--- config.mk ---
export PLATFORM = sky130hd
export DESIGN_NAME = ipl_l1_ctrl_flat
export DESIGN_NICKNAME = d
export VERILOG_FILES = /design/src/rtl/ipl_pkg.sv /design/src/rtl/ipl_link_if.sv /design/src/rtl/ipl_l1_ctrl.sv /design/src/rtl/ipl_sync.sv /design/src/flat_wrapper.sv
export SDC_FILE = /design/constraint.sdc
export NUM_CORES = 1
export LEC_CHECK = 0
export BUFFER_PORTS_ARGS = -buffer_cell sky130_fd_sc_hd__clkbuf_2
export CAP_MARGIN = 5
export CORE_ASPECT_RATIO = 1.1
export CORE_MARGIN = 5
export CORE_UTILIZATION = 60
export CTS_CLUSTER_DIAMETER = 60
export DETAILED_ROUTE_END_ITERATION = 6
export GPL_TIMING_DRIVEN = 0
export PLACE_DENSITY = 0.91
export SYNTH_ARGS = -nofsm -noshare
export SYNTH_HDL_FRONTEND = slang
export SYNTH_HIERARCHICAL = 1
export SYNTH_SLANG_ARGS = --single-unit
--- constraint.sdc ---
create_clock -name clk_sys -period 4 [get_ports clk_sys]
set_clock_uncertainty 0.05 [all_clocks]
set_input_delay 0.2 -clock clk_sys [delete_from_list [all_inputs] [get_ports clk_sys]]
set_output_delay 0.2 -clock clk_sys [all_outputs]
set_load 0.03 [all_outputs]
--- src/rtl/ipl_pkg.sv ---
// ipl_pkg: constants shared by both ends of the port control link
// assumes: one command word and one status word per link frame, lsb first
package ipl_pkg;
  // ********************
  // link framing
  // ********************
  localparam int CMD_W = 16;
  localparam int IDX_W = 4;
  localparam int MF_LINK_FRAMES = 40;
  // ********************
  // timing
  // ********************
  localparam int SYS_CLK_NS = 100;
  localparam int RST_MIN_NS = 1000;
  localparam int RST_CYC = (RST_MIN_NS + SYS_CLK_NS - 1) / SYS_CLK_NS;
  localparam int LINK_HALF = 4;
  // ********************
  // command word fields
  // ********************
  localparam int OP_LSB = 0;
  localparam int CH_LSB = 3;
  localparam int MODE_LSB = 6;
  localparam int LOOP_BIT = 8;
  localparam int TRANS_BIT = 9;
  localparam int EXTERNAL_LOOP_ENABLE_BIT = 10;
  localparam int TXEN_BIT = 11;
  localparam int MF_SYNC_MARKER_BIT = 12;
  localparam int OPT0_BIT = 13;
  localparam int OPT1_BIT = 14;
  localparam logic [2:0] OP_NOP = 3'h0;
  localparam logic [2:0] OP_PORT_CONFIG = 3'h1;
  localparam logic [2:0] OP_CHANNEL_LOOP_CONFIG = 3'h2;
  localparam logic [2:0] OP_RX_CONFIG = 3'h3;
  localparam logic [2:0] OP_VERSION_READ = 3'h4;
  localparam logic [1:0] MODE_P2P = 2'h0;
  localparam logic [1:0] MODE_NETWORK_SIDE = 2'h1;
  localparam logic [1:0] MODE_TERMINAL_SIDE = 2'h2;
  // ********************
  // status word fields
  // ********************
  localparam int CODE_VIOLATION_FLAG_BIT = 0;
  localparam int VER_VALID_BIT = 1;
  localparam int VER_LSB = 2;
  localparam int MAP_LSB = 8;
  // ********************
  // controller registers
  // ********************
  localparam int ADDR_W = 8;
  localparam logic [7:0] REG_CMD = 8'h00;
  localparam logic [7:0] REG_STAT = 8'h04;
  localparam logic [7:0] REG_IRQ = 8'h08;
  localparam logic [7:0] REG_MASK = 8'h0c;
  localparam logic [7:0] REG_VER = 8'h10;
  localparam int IRQ_W = 4;
  localparam int IRQ_CV = 0;
  localparam int IRQ_VER = 1;
  localparam int IRQ_ERR = 2;
  localparam int IRQ_SENT = 3;
  localparam logic [3:0] IRQ_MASK_RST = 4'h0;

  function automatic logic [2:0] cmd_op(input logic [CMD_W-1:0] w);
    return w[OP_LSB +: 3];
  endfunction : cmd_op

  function automatic logic [2:0] cmd_ch(input logic [CMD_W-1:0] w);
    return w[CH_LSB +: 3];
  endfunction : cmd_ch

  function automatic logic [1:0] cmd_mode(input logic [CMD_W-1:0] w);
    return w[MODE_LSB +: 2];
  endfunction : cmd_mode
endpackage : ipl_pkg

--- src/rtl/ipl_link_if.sv ---
// ipl_link_if: serial command/status link between controller and port
// assumes: the controller drives clock, frame start and port reset
`timescale 1ns/1ps
interface ipl_link_if;
  logic link_clk;
  logic cmd;
  logic frame_start;
  logic stat;
  logic delayed_reset_out_n;
  modport dev (
    input link_clk,
    input cmd,
    input frame_start,
    input delayed_reset_out_n,
    output stat
  );
  modport ctl (
    output link_clk,
    output cmd,
    output frame_start,
    output delayed_reset_out_n,
    input stat
  );
endinterface : ipl_link_if

--- src/rtl/ipl_l1_ctrl.sv ---
// ipl_l1_ctrl: layer-1 controller end - drives the port over the serial link
// assumes: software on a simple strobe port; port end samples the link
//
// Our own choices: strobed register access and the register offsets.
`timescale 1ns/1ps
module ipl_l1_ctrl #(
  parameter int LINK_HALF_P = ipl_pkg::LINK_HALF
) (
  // clock and reset
  input wire logic clk_sys,
  input wire logic sys_rst,
  input wire logic clk_en,
  // link to port
  ipl_link_if.ctl link,
  // register port
  input wire logic [ipl_pkg::ADDR_W-1:0] reg_addr,
  input wire logic [31:0] reg_wdata,
  input wire logic reg_wr,
  input wire logic reg_rd,
  output logic [31:0] reg_rdata,
  // interrupt
  output logic irq
);
  import ipl_pkg::*;

  if (LINK_HALF_P < 4 || LINK_HALF_P > 8 || CMD_W != 2 ** IDX_W)
  begin : g_chk
    $error("ipl_l1_ctrl: LINK_HALF_P must be 4 to 8");
  end

  typedef struct packed {
    logic [2:0] div;
    logic lclk;
    logic cmd;
    logic fs;
    logic rst_n;
    logic [3:0] rst_cnt;
    logic [IDX_W-1:0] bit_i;
    logic [5:0] frame;
    logic pend;
    logic seen;
    logic [CMD_W-1:0] pend_word;
    logic [CMD_W-1:0] tx_word;
    logic [CMD_W-1:0] rx_sh;
    logic [CMD_W-1:0] last_stat;
    logic [3:0] ver;
    logic [1:0] phase;
    logic [IRQ_W-1:0] irq_st;
    logic [IRQ_W-1:0] irq_mask;
    logic [31:0] rdata;
    logic irq;
  } ipl_ctl_st_t;

  ipl_ctl_st_t st_reg;
  ipl_ctl_st_t st_next;
  logic stat_q;

  // ********************
  // status input synchroniser
  // ********************
  ipl_sync #(.W(1)) u_sync (
    .clk_sys(clk_sys),
    .sys_rst(sys_rst),
    .clk_en(clk_en),
    .d_in(link.stat),
    .q(stat_q),
    .rise(),
    .fall()
  );

  // ********************
  // next state
  // ********************
  always_comb
  begin
    logic [CMD_W-1:0] w;
    logic [CMD_W-1:0] s;
    logic [IDX_W-1:0] nb;
    logic [IRQ_W-1:0] ev;
    logic [IRQ_W-1:0] clr;
    w = reg_wdata[CMD_W-1:0];
    s = '0;
    nb = '0;
    ev = '0;
    clr = '0;
    st_next = st_reg;
    st_next.rdata = '0;

    // port reset, low for at least the minimum after our own reset
    if (st_reg.rst_cnt != 4'(RST_CYC))
      st_next.rst_cnt = st_reg.rst_cnt + 1'b1;
    st_next.rst_n = (st_next.rst_cnt == 4'(RST_CYC));

    // link clock divider and framing
    if (st_reg.div == 3'(LINK_HALF_P - 1))
    begin
      st_next.div = '0;
      st_next.lclk = ~st_reg.lclk;
      if (st_reg.lclk)
      begin
        // falling edge: put out the next command bit
        nb = (st_reg.bit_i == IDX_W'(CMD_W - 1)) ? '0 : st_reg.bit_i + 1'b1;
        st_next.bit_i = nb;
        if (nb == '0)
        begin
          st_next.tx_word = st_reg.pend ? st_reg.pend_word : {{(CMD_W-3){1'b0}}, OP_NOP};
          st_next.tx_word[MF_SYNC_MARKER_BIT] = (st_reg.frame == '0);
          st_next.frame = (st_reg.frame == 6'(MF_LINK_FRAMES - 1)) ? '0 : st_reg.frame + 1'b1;
          ev[IRQ_SENT] = st_reg.pend;
          st_next.pend = 1'b0;
        end
        st_next.cmd = st_next.tx_word[nb];
        st_next.fs = (nb == '0);
      end
      else
      begin
        // rising edge: the port's bit for the previous slot is settled
        st_next.rx_sh[st_reg.bit_i - 1'b1] = stat_q;
        if (st_reg.bit_i == '0)
        begin
          st_next.seen = 1'b1;
          if (st_reg.seen)
          begin
            s = st_next.rx_sh;
            st_next.last_stat = s;
            ev[IRQ_CV] = s[CODE_VIOLATION_FLAG_BIT];
            if (s[VER_VALID_BIT])
            begin
              st_next.ver = s[VER_LSB +: 4];
              ev[IRQ_VER] = 1'b1;
            end
          end
        end
      end
    end
    else
    begin
      st_next.div = st_reg.div + 1'b1;
    end

    // register writes
    if (reg_wr)
    begin
      case (reg_addr)
        REG_CMD:
        begin
          if (st_reg.pend || !st_reg.rst_n)
            ev[IRQ_ERR] = 1'b1;
          else if ((cmd_op(w) == OP_CHANNEL_LOOP_CONFIG && st_reg.phase == 2'h0)
            || (cmd_op(w) == OP_RX_CONFIG && st_reg.phase != 2'h2))
            ev[IRQ_ERR] = 1'b1;
          else
          begin
            // loops travel only as channel bits; there is no loop opcode
            w[MF_SYNC_MARKER_BIT] = 1'b0;
            if (cmd_op(w) == OP_CHANNEL_LOOP_CONFIG && cmd_mode(w) == MODE_P2P
              && (w[LOOP_BIT] || w[EXTERNAL_LOOP_ENABLE_BIT]))
              w[TXEN_BIT] = 1'b1;
            st_next.pend = 1'b1;
            st_next.pend_word = w;
            if (cmd_op(w) == OP_PORT_CONFIG && st_reg.phase == 2'h0)
              st_next.phase = 2'h1;
            if (cmd_op(w) == OP_CHANNEL_LOOP_CONFIG)
              st_next.phase = 2'h2;
          end
        end
        REG_IRQ:
          clr = reg_wdata[IRQ_W-1:0];
        REG_MASK:
          st_next.irq_mask = reg_wdata[IRQ_W-1:0];
        default:
          clr = '0;
      endcase
    end

    // register reads, data in the next cycle
    if (reg_rd)
    begin
      case (reg_addr)
        REG_CMD:
          st_next.rdata = 32'(st_reg.pend_word);
        REG_STAT:
          st_next.rdata = {12'h000, st_reg.phase, st_reg.rst_n, st_reg.pend, st_reg.last_stat};
        REG_IRQ:
          st_next.rdata = 32'(st_reg.irq_st);
        REG_MASK:
          st_next.rdata = 32'(st_reg.irq_mask);
        REG_VER:
          st_next.rdata = 32'(st_reg.ver);
        default:
          st_next.rdata = '0;
      endcase
    end

    // a new event wins over a clear in the same cycle
    st_next.irq_st = (st_reg.irq_st & ~clr) | ev;
    st_next.irq = |(st_next.irq_st & st_next.irq_mask);
  end

  always_ff @(posedge clk_sys)
  begin
    if (sys_rst)
    begin
      st_reg <= '0;
      st_reg.irq_mask <= IRQ_MASK_RST;
    end
    else if (clk_en)
    begin
      st_reg <= st_next;
    end
  end

  // ********************
  // outputs
  // ********************
  assign link.link_clk = st_reg.lclk;
  assign link.cmd = st_reg.cmd;
  assign link.frame_start = st_reg.fs;
  assign link.delayed_reset_out_n = st_reg.rst_n;
  assign reg_rdata = st_reg.rdata;
  assign irq = st_reg.irq;
endmodule : ipl_l1_ctrl

--- src/rtl/ipl_sync.sv ---
// ipl_sync: two-flop synchroniser with edge pulses
// assumes: d_in is asynchronous to clk_sys
`timescale 1ns/1ps
module ipl_sync #(
  parameter int W = 1
) (
  // clock and reset
  input wire logic clk_sys,
  input wire logic sys_rst,
  input wire logic clk_en,
  // asynchronous inputs
  input wire logic [W-1:0] d_in,
  // synchronised level and edges
  output logic [W-1:0] q,
  output logic [W-1:0] rise,
  output logic [W-1:0] fall
);
  if (W < 1)
  begin : g_chk
    $error("ipl_sync: W must be positive");
  end

  typedef struct packed {
    logic [W-1:0] s1;
    logic [W-1:0] s2;
    logic [W-1:0] s3;
  } ipl_sync_st_t;

  ipl_sync_st_t st_reg;
  ipl_sync_st_t st_next;

  always_comb
  begin
    st_next.s1 = d_in;
    st_next.s2 = st_reg.s1;
    st_next.s3 = st_reg.s2;
  end

  always_ff @(posedge clk_sys)
  begin
    if (sys_rst)
      st_reg <= '0;
    else if (clk_en)
      st_reg <= st_next;
  end

  assign q = st_reg.s2;
  assign rise = st_reg.s2 & ~st_reg.s3;
  assign fall = ~st_reg.s2 & st_reg.s3;
endmodule : ipl_sync
--- src/flat_wrapper.sv ---
// flat-port wrapper written by rule: the top's interface ports become plain ports
module ipl_l1_ctrl_flat import ipl_pkg::*;
#(
  parameter int LINK_HALF_P = ipl_pkg::LINK_HALF
)
  (clk_sys, sys_rst, clk_en, reg_addr, reg_wdata, reg_wr, reg_rd, reg_rdata, irq, link_link_clk, link_cmd, link_frame_start, link_delayed_reset_out_n, link_stat);
  ipl_link_if link_i ();
  input wire logic clk_sys;
  input wire logic sys_rst;
  input wire logic clk_en;
  input wire logic [ipl_pkg::ADDR_W-1:0] reg_addr;
  input wire logic [31:0] reg_wdata;
  input wire logic reg_wr;
  input wire logic reg_rd;
  output logic [31:0] reg_rdata;
  output logic irq;
  output wire logic [$bits(link_i.link_clk)-1:0] link_link_clk;
  output wire logic [$bits(link_i.cmd)-1:0] link_cmd;
  output wire logic [$bits(link_i.frame_start)-1:0] link_frame_start;
  output wire logic [$bits(link_i.delayed_reset_out_n)-1:0] link_delayed_reset_out_n;
  input wire logic [$bits(link_i.stat)-1:0] link_stat;
  assign link_link_clk = link_i.link_clk;
  assign link_cmd = link_i.cmd;
  assign link_frame_start = link_i.frame_start;
  assign link_delayed_reset_out_n = link_i.delayed_reset_out_n;
  assign link_i.stat = link_stat;
  ipl_l1_ctrl #(.LINK_HALF_P(LINK_HALF_P)) u_core (.clk_sys(clk_sys), .sys_rst(sys_rst), .clk_en(clk_en), .link(link_i), .reg_addr(reg_addr), .reg_wdata(reg_wdata), .reg_wr(reg_wr), .reg_rd(reg_rd), .reg_rdata(reg_rdata), .irq(irq));
endmodule
==> results.md <==
* Postcts setup bufs at 0
* Initial Util at 61.6%
* Max IR drop VDD at 0.233 mV
* Fraction of layout cells with a size suffix above 1 at 16.5%
* Yosys warning count at 6
* Die width at 106 um
* Most frequent cells in the layout: 123 x dfxtp_1, 114 x nor2_1, 89 x nand2_1, 60 x a21oi_1, 50 x clkbuf_2
* Total negative setup slack at 0 ps
* Initial antenna violation count at 0
* Failing checks: DRC
* Post-CTS Resized at 0
* Core area at 0.00989 sq mm
* Dpl ws at 1230 ps
* Cell Int Power at 0.00223 W
* R2r startpoint: u_core/st_reg[120]
* Clock sink count at 123
* Total die area at 0.0123 sq mm
* Slowest-stage cell, CP: clkbuf_1
* Leakage power at 2.74 nW
* CP Capture Type: register
* Crit-path cells: buf_2 > inv_1 > ha_1 > nor2b_1 > nand3_1 > nor2_1 > clkbuf_1 > nor2_1 > a211oi_1
* CTS tree: built
* Synth Instances at 751
* Avg WL per Cell at 20.5 um
* Max-slew violations at 0
* WP data required at 4340 ps
* DR iter-0 viols at 1240
* Reg2reg path depth at 9
* Via density at 6.58
* H-tree level count at 4
* R2r setup slk at 950 ps
* Final setup viols at 0
* Rel. slew slack at 44.5%
* DRT Pass-1 Iters at 7
* Netlist Area Pre-Place at 0.00609 sq mm
* # nets final at 904
* Cts bufs inserted at 17
* Worst skew pair latency at 530 ps
* Total gr overflow at 0
* Diodes inserted at 0
* Crit path kind: reg -> reg
* Worst-path clk slew at 60 ps
* Fillcell total at 658
* Startpoint Class: register
* Gpl congestion at 0.962
* RSZ-0062 raised after global routing: no
* Num rows at 38
* Crit-path most repeated cell: nor2_1
* Hold path depth at 3
* ANT nets after route at 0
* Seq pwr share at 42.4%
* Largest net degree at the start of global routing at 17
* F_max at 328 MHz
* Design area at 0.00731 sq mm
* Period minus WS final at 3050 ps
* Min-delay worst type: in -> reg
* Tightest Pin Transition at 833 ps
* Maximum root-to-sink buffer count at 2
* Min-Delay Endpoint: u_core/st_reg[96]
* Routed vias at 6461
* Max Cap Violations at 0
* Status: finished with violations
* Final Hold Vio Count at 0
* Post-place instance area at 0.00653 sq mm
* Port Buffers at 50
* Mean Syn Cell Area at 8.11 sq um
* Logic pwr share at 5.5%
* Reg2Reg Capture Point: u_core/st_reg[51]
* Final worst path period share at 76.3%
* Total GRT Usage at 32.7%
* Worst Setup Slack, final at 949 ps
* Die Height at 116 um
* Final WL at 20.1 mm
* DP Wirelength at 12.1 mm
* CTS root buf: clkbuf_8
* Crit Path Max Fanout at 10
* Post-route DRC at 28
* Psw at 0.000699 W
* Commonest non-fill, non-tap cell in the layout: dfxtp_1
* # IOs at 83
* Worst stage delay on the critical path at 470 ps
* First-pass GRT wire length at 31.3 mm
* Switching Share at 23.9%
* Hold Worst Slack at 28.2 ps
* Largest register FFs at 96
* Synthesis-to-finish area growth at 20.0%
* PwrDens at 401 mW/mm^2
* Number of global-route vias before repair at 6014
* Core Util, Final at 73.9%
* CP arrival at 3390 ps
* Clock power frac at 52.1%
* Hold_sp: reg_wdata[1]
==> power by group through the flow <==
stage / combinational, W / clock, W / sequential [W]
final: 0.000160 / 0.00153 / 0.00124
after global routing: 0.000168 / 0.00159 / 0.00124
after CTS: 0.000153 / 0.00152 / 0.00124
after detailed placement: 0.000137 / 0 / 0.00127
after global placement: 0.000134 / 0 / 0.00127
after floorplan: 0.0000909 / 0 / 0.00127
==> cell type report <==
class	instances	area [sq um]	share of cell area [%]
buffer	87	465	6.37
clock buffer	20	455	6.23
clock inverter	12	139	1.90
inverter	17	63.8	0.873
multi-input combinational	535	3140	43.0
sequential	123	2460	33.7
tap	120	150	2.05
timing repair buffer	68	430	5.89
==> metal layers <==
layer	wire, um	GRT usage, %
met1	7040	38.4
met4	1710	22.8
met2	9050	52.9
met5	0	0
met3	2280	8.08
==> timing repair <==
action / 4_1_cts / 5_1_grt
endpoints found under the setup margin: 0 / 0
hold buffers: 18 / 0
hold endpoints to repair: 21 / 0
==> worst max path at each step <==
| stage | from | endpoint | cells after the start |
|---|---|---|---|
| global route | u_core/st_reg[120] | u_core/st_reg[51] | 9 |
| finish | u_core/st_reg[120] | u_core/st_reg[51] | 9 |
| floorplan | u_core/st_reg[119] | u_core/link.cmd | 8 |
| CTS | u_core/st_reg[119] | u_core/link.cmd | 8 |
| detailed placement | u_core/st_reg[119] | u_core/link.cmd | 8 |
| global placement | u_core/st_reg[119] | u_core/link.cmd | 9 |
==> worst max-delay path, delay by kind of cell (launching register included) <==
| kind | cells | cell delay [ps] |
|---|---|---|
| fa+ha+maj | 1 | 300 |
| simple gates | 4 | 1080 |
| flops | 1 | 360 |
| compound gates | 1 | 350 |
| buf+inv | 3 | 790 |
==> metrics by stage <==
step	instances	total power, W
floorplan	762	0.00136
global placement	932	0.00140
detailed placement	932	0.00141
CTS	982	0.00292
global route	982	0.00300
finish	982	0.00293
(Power assumes the default switching activity.)
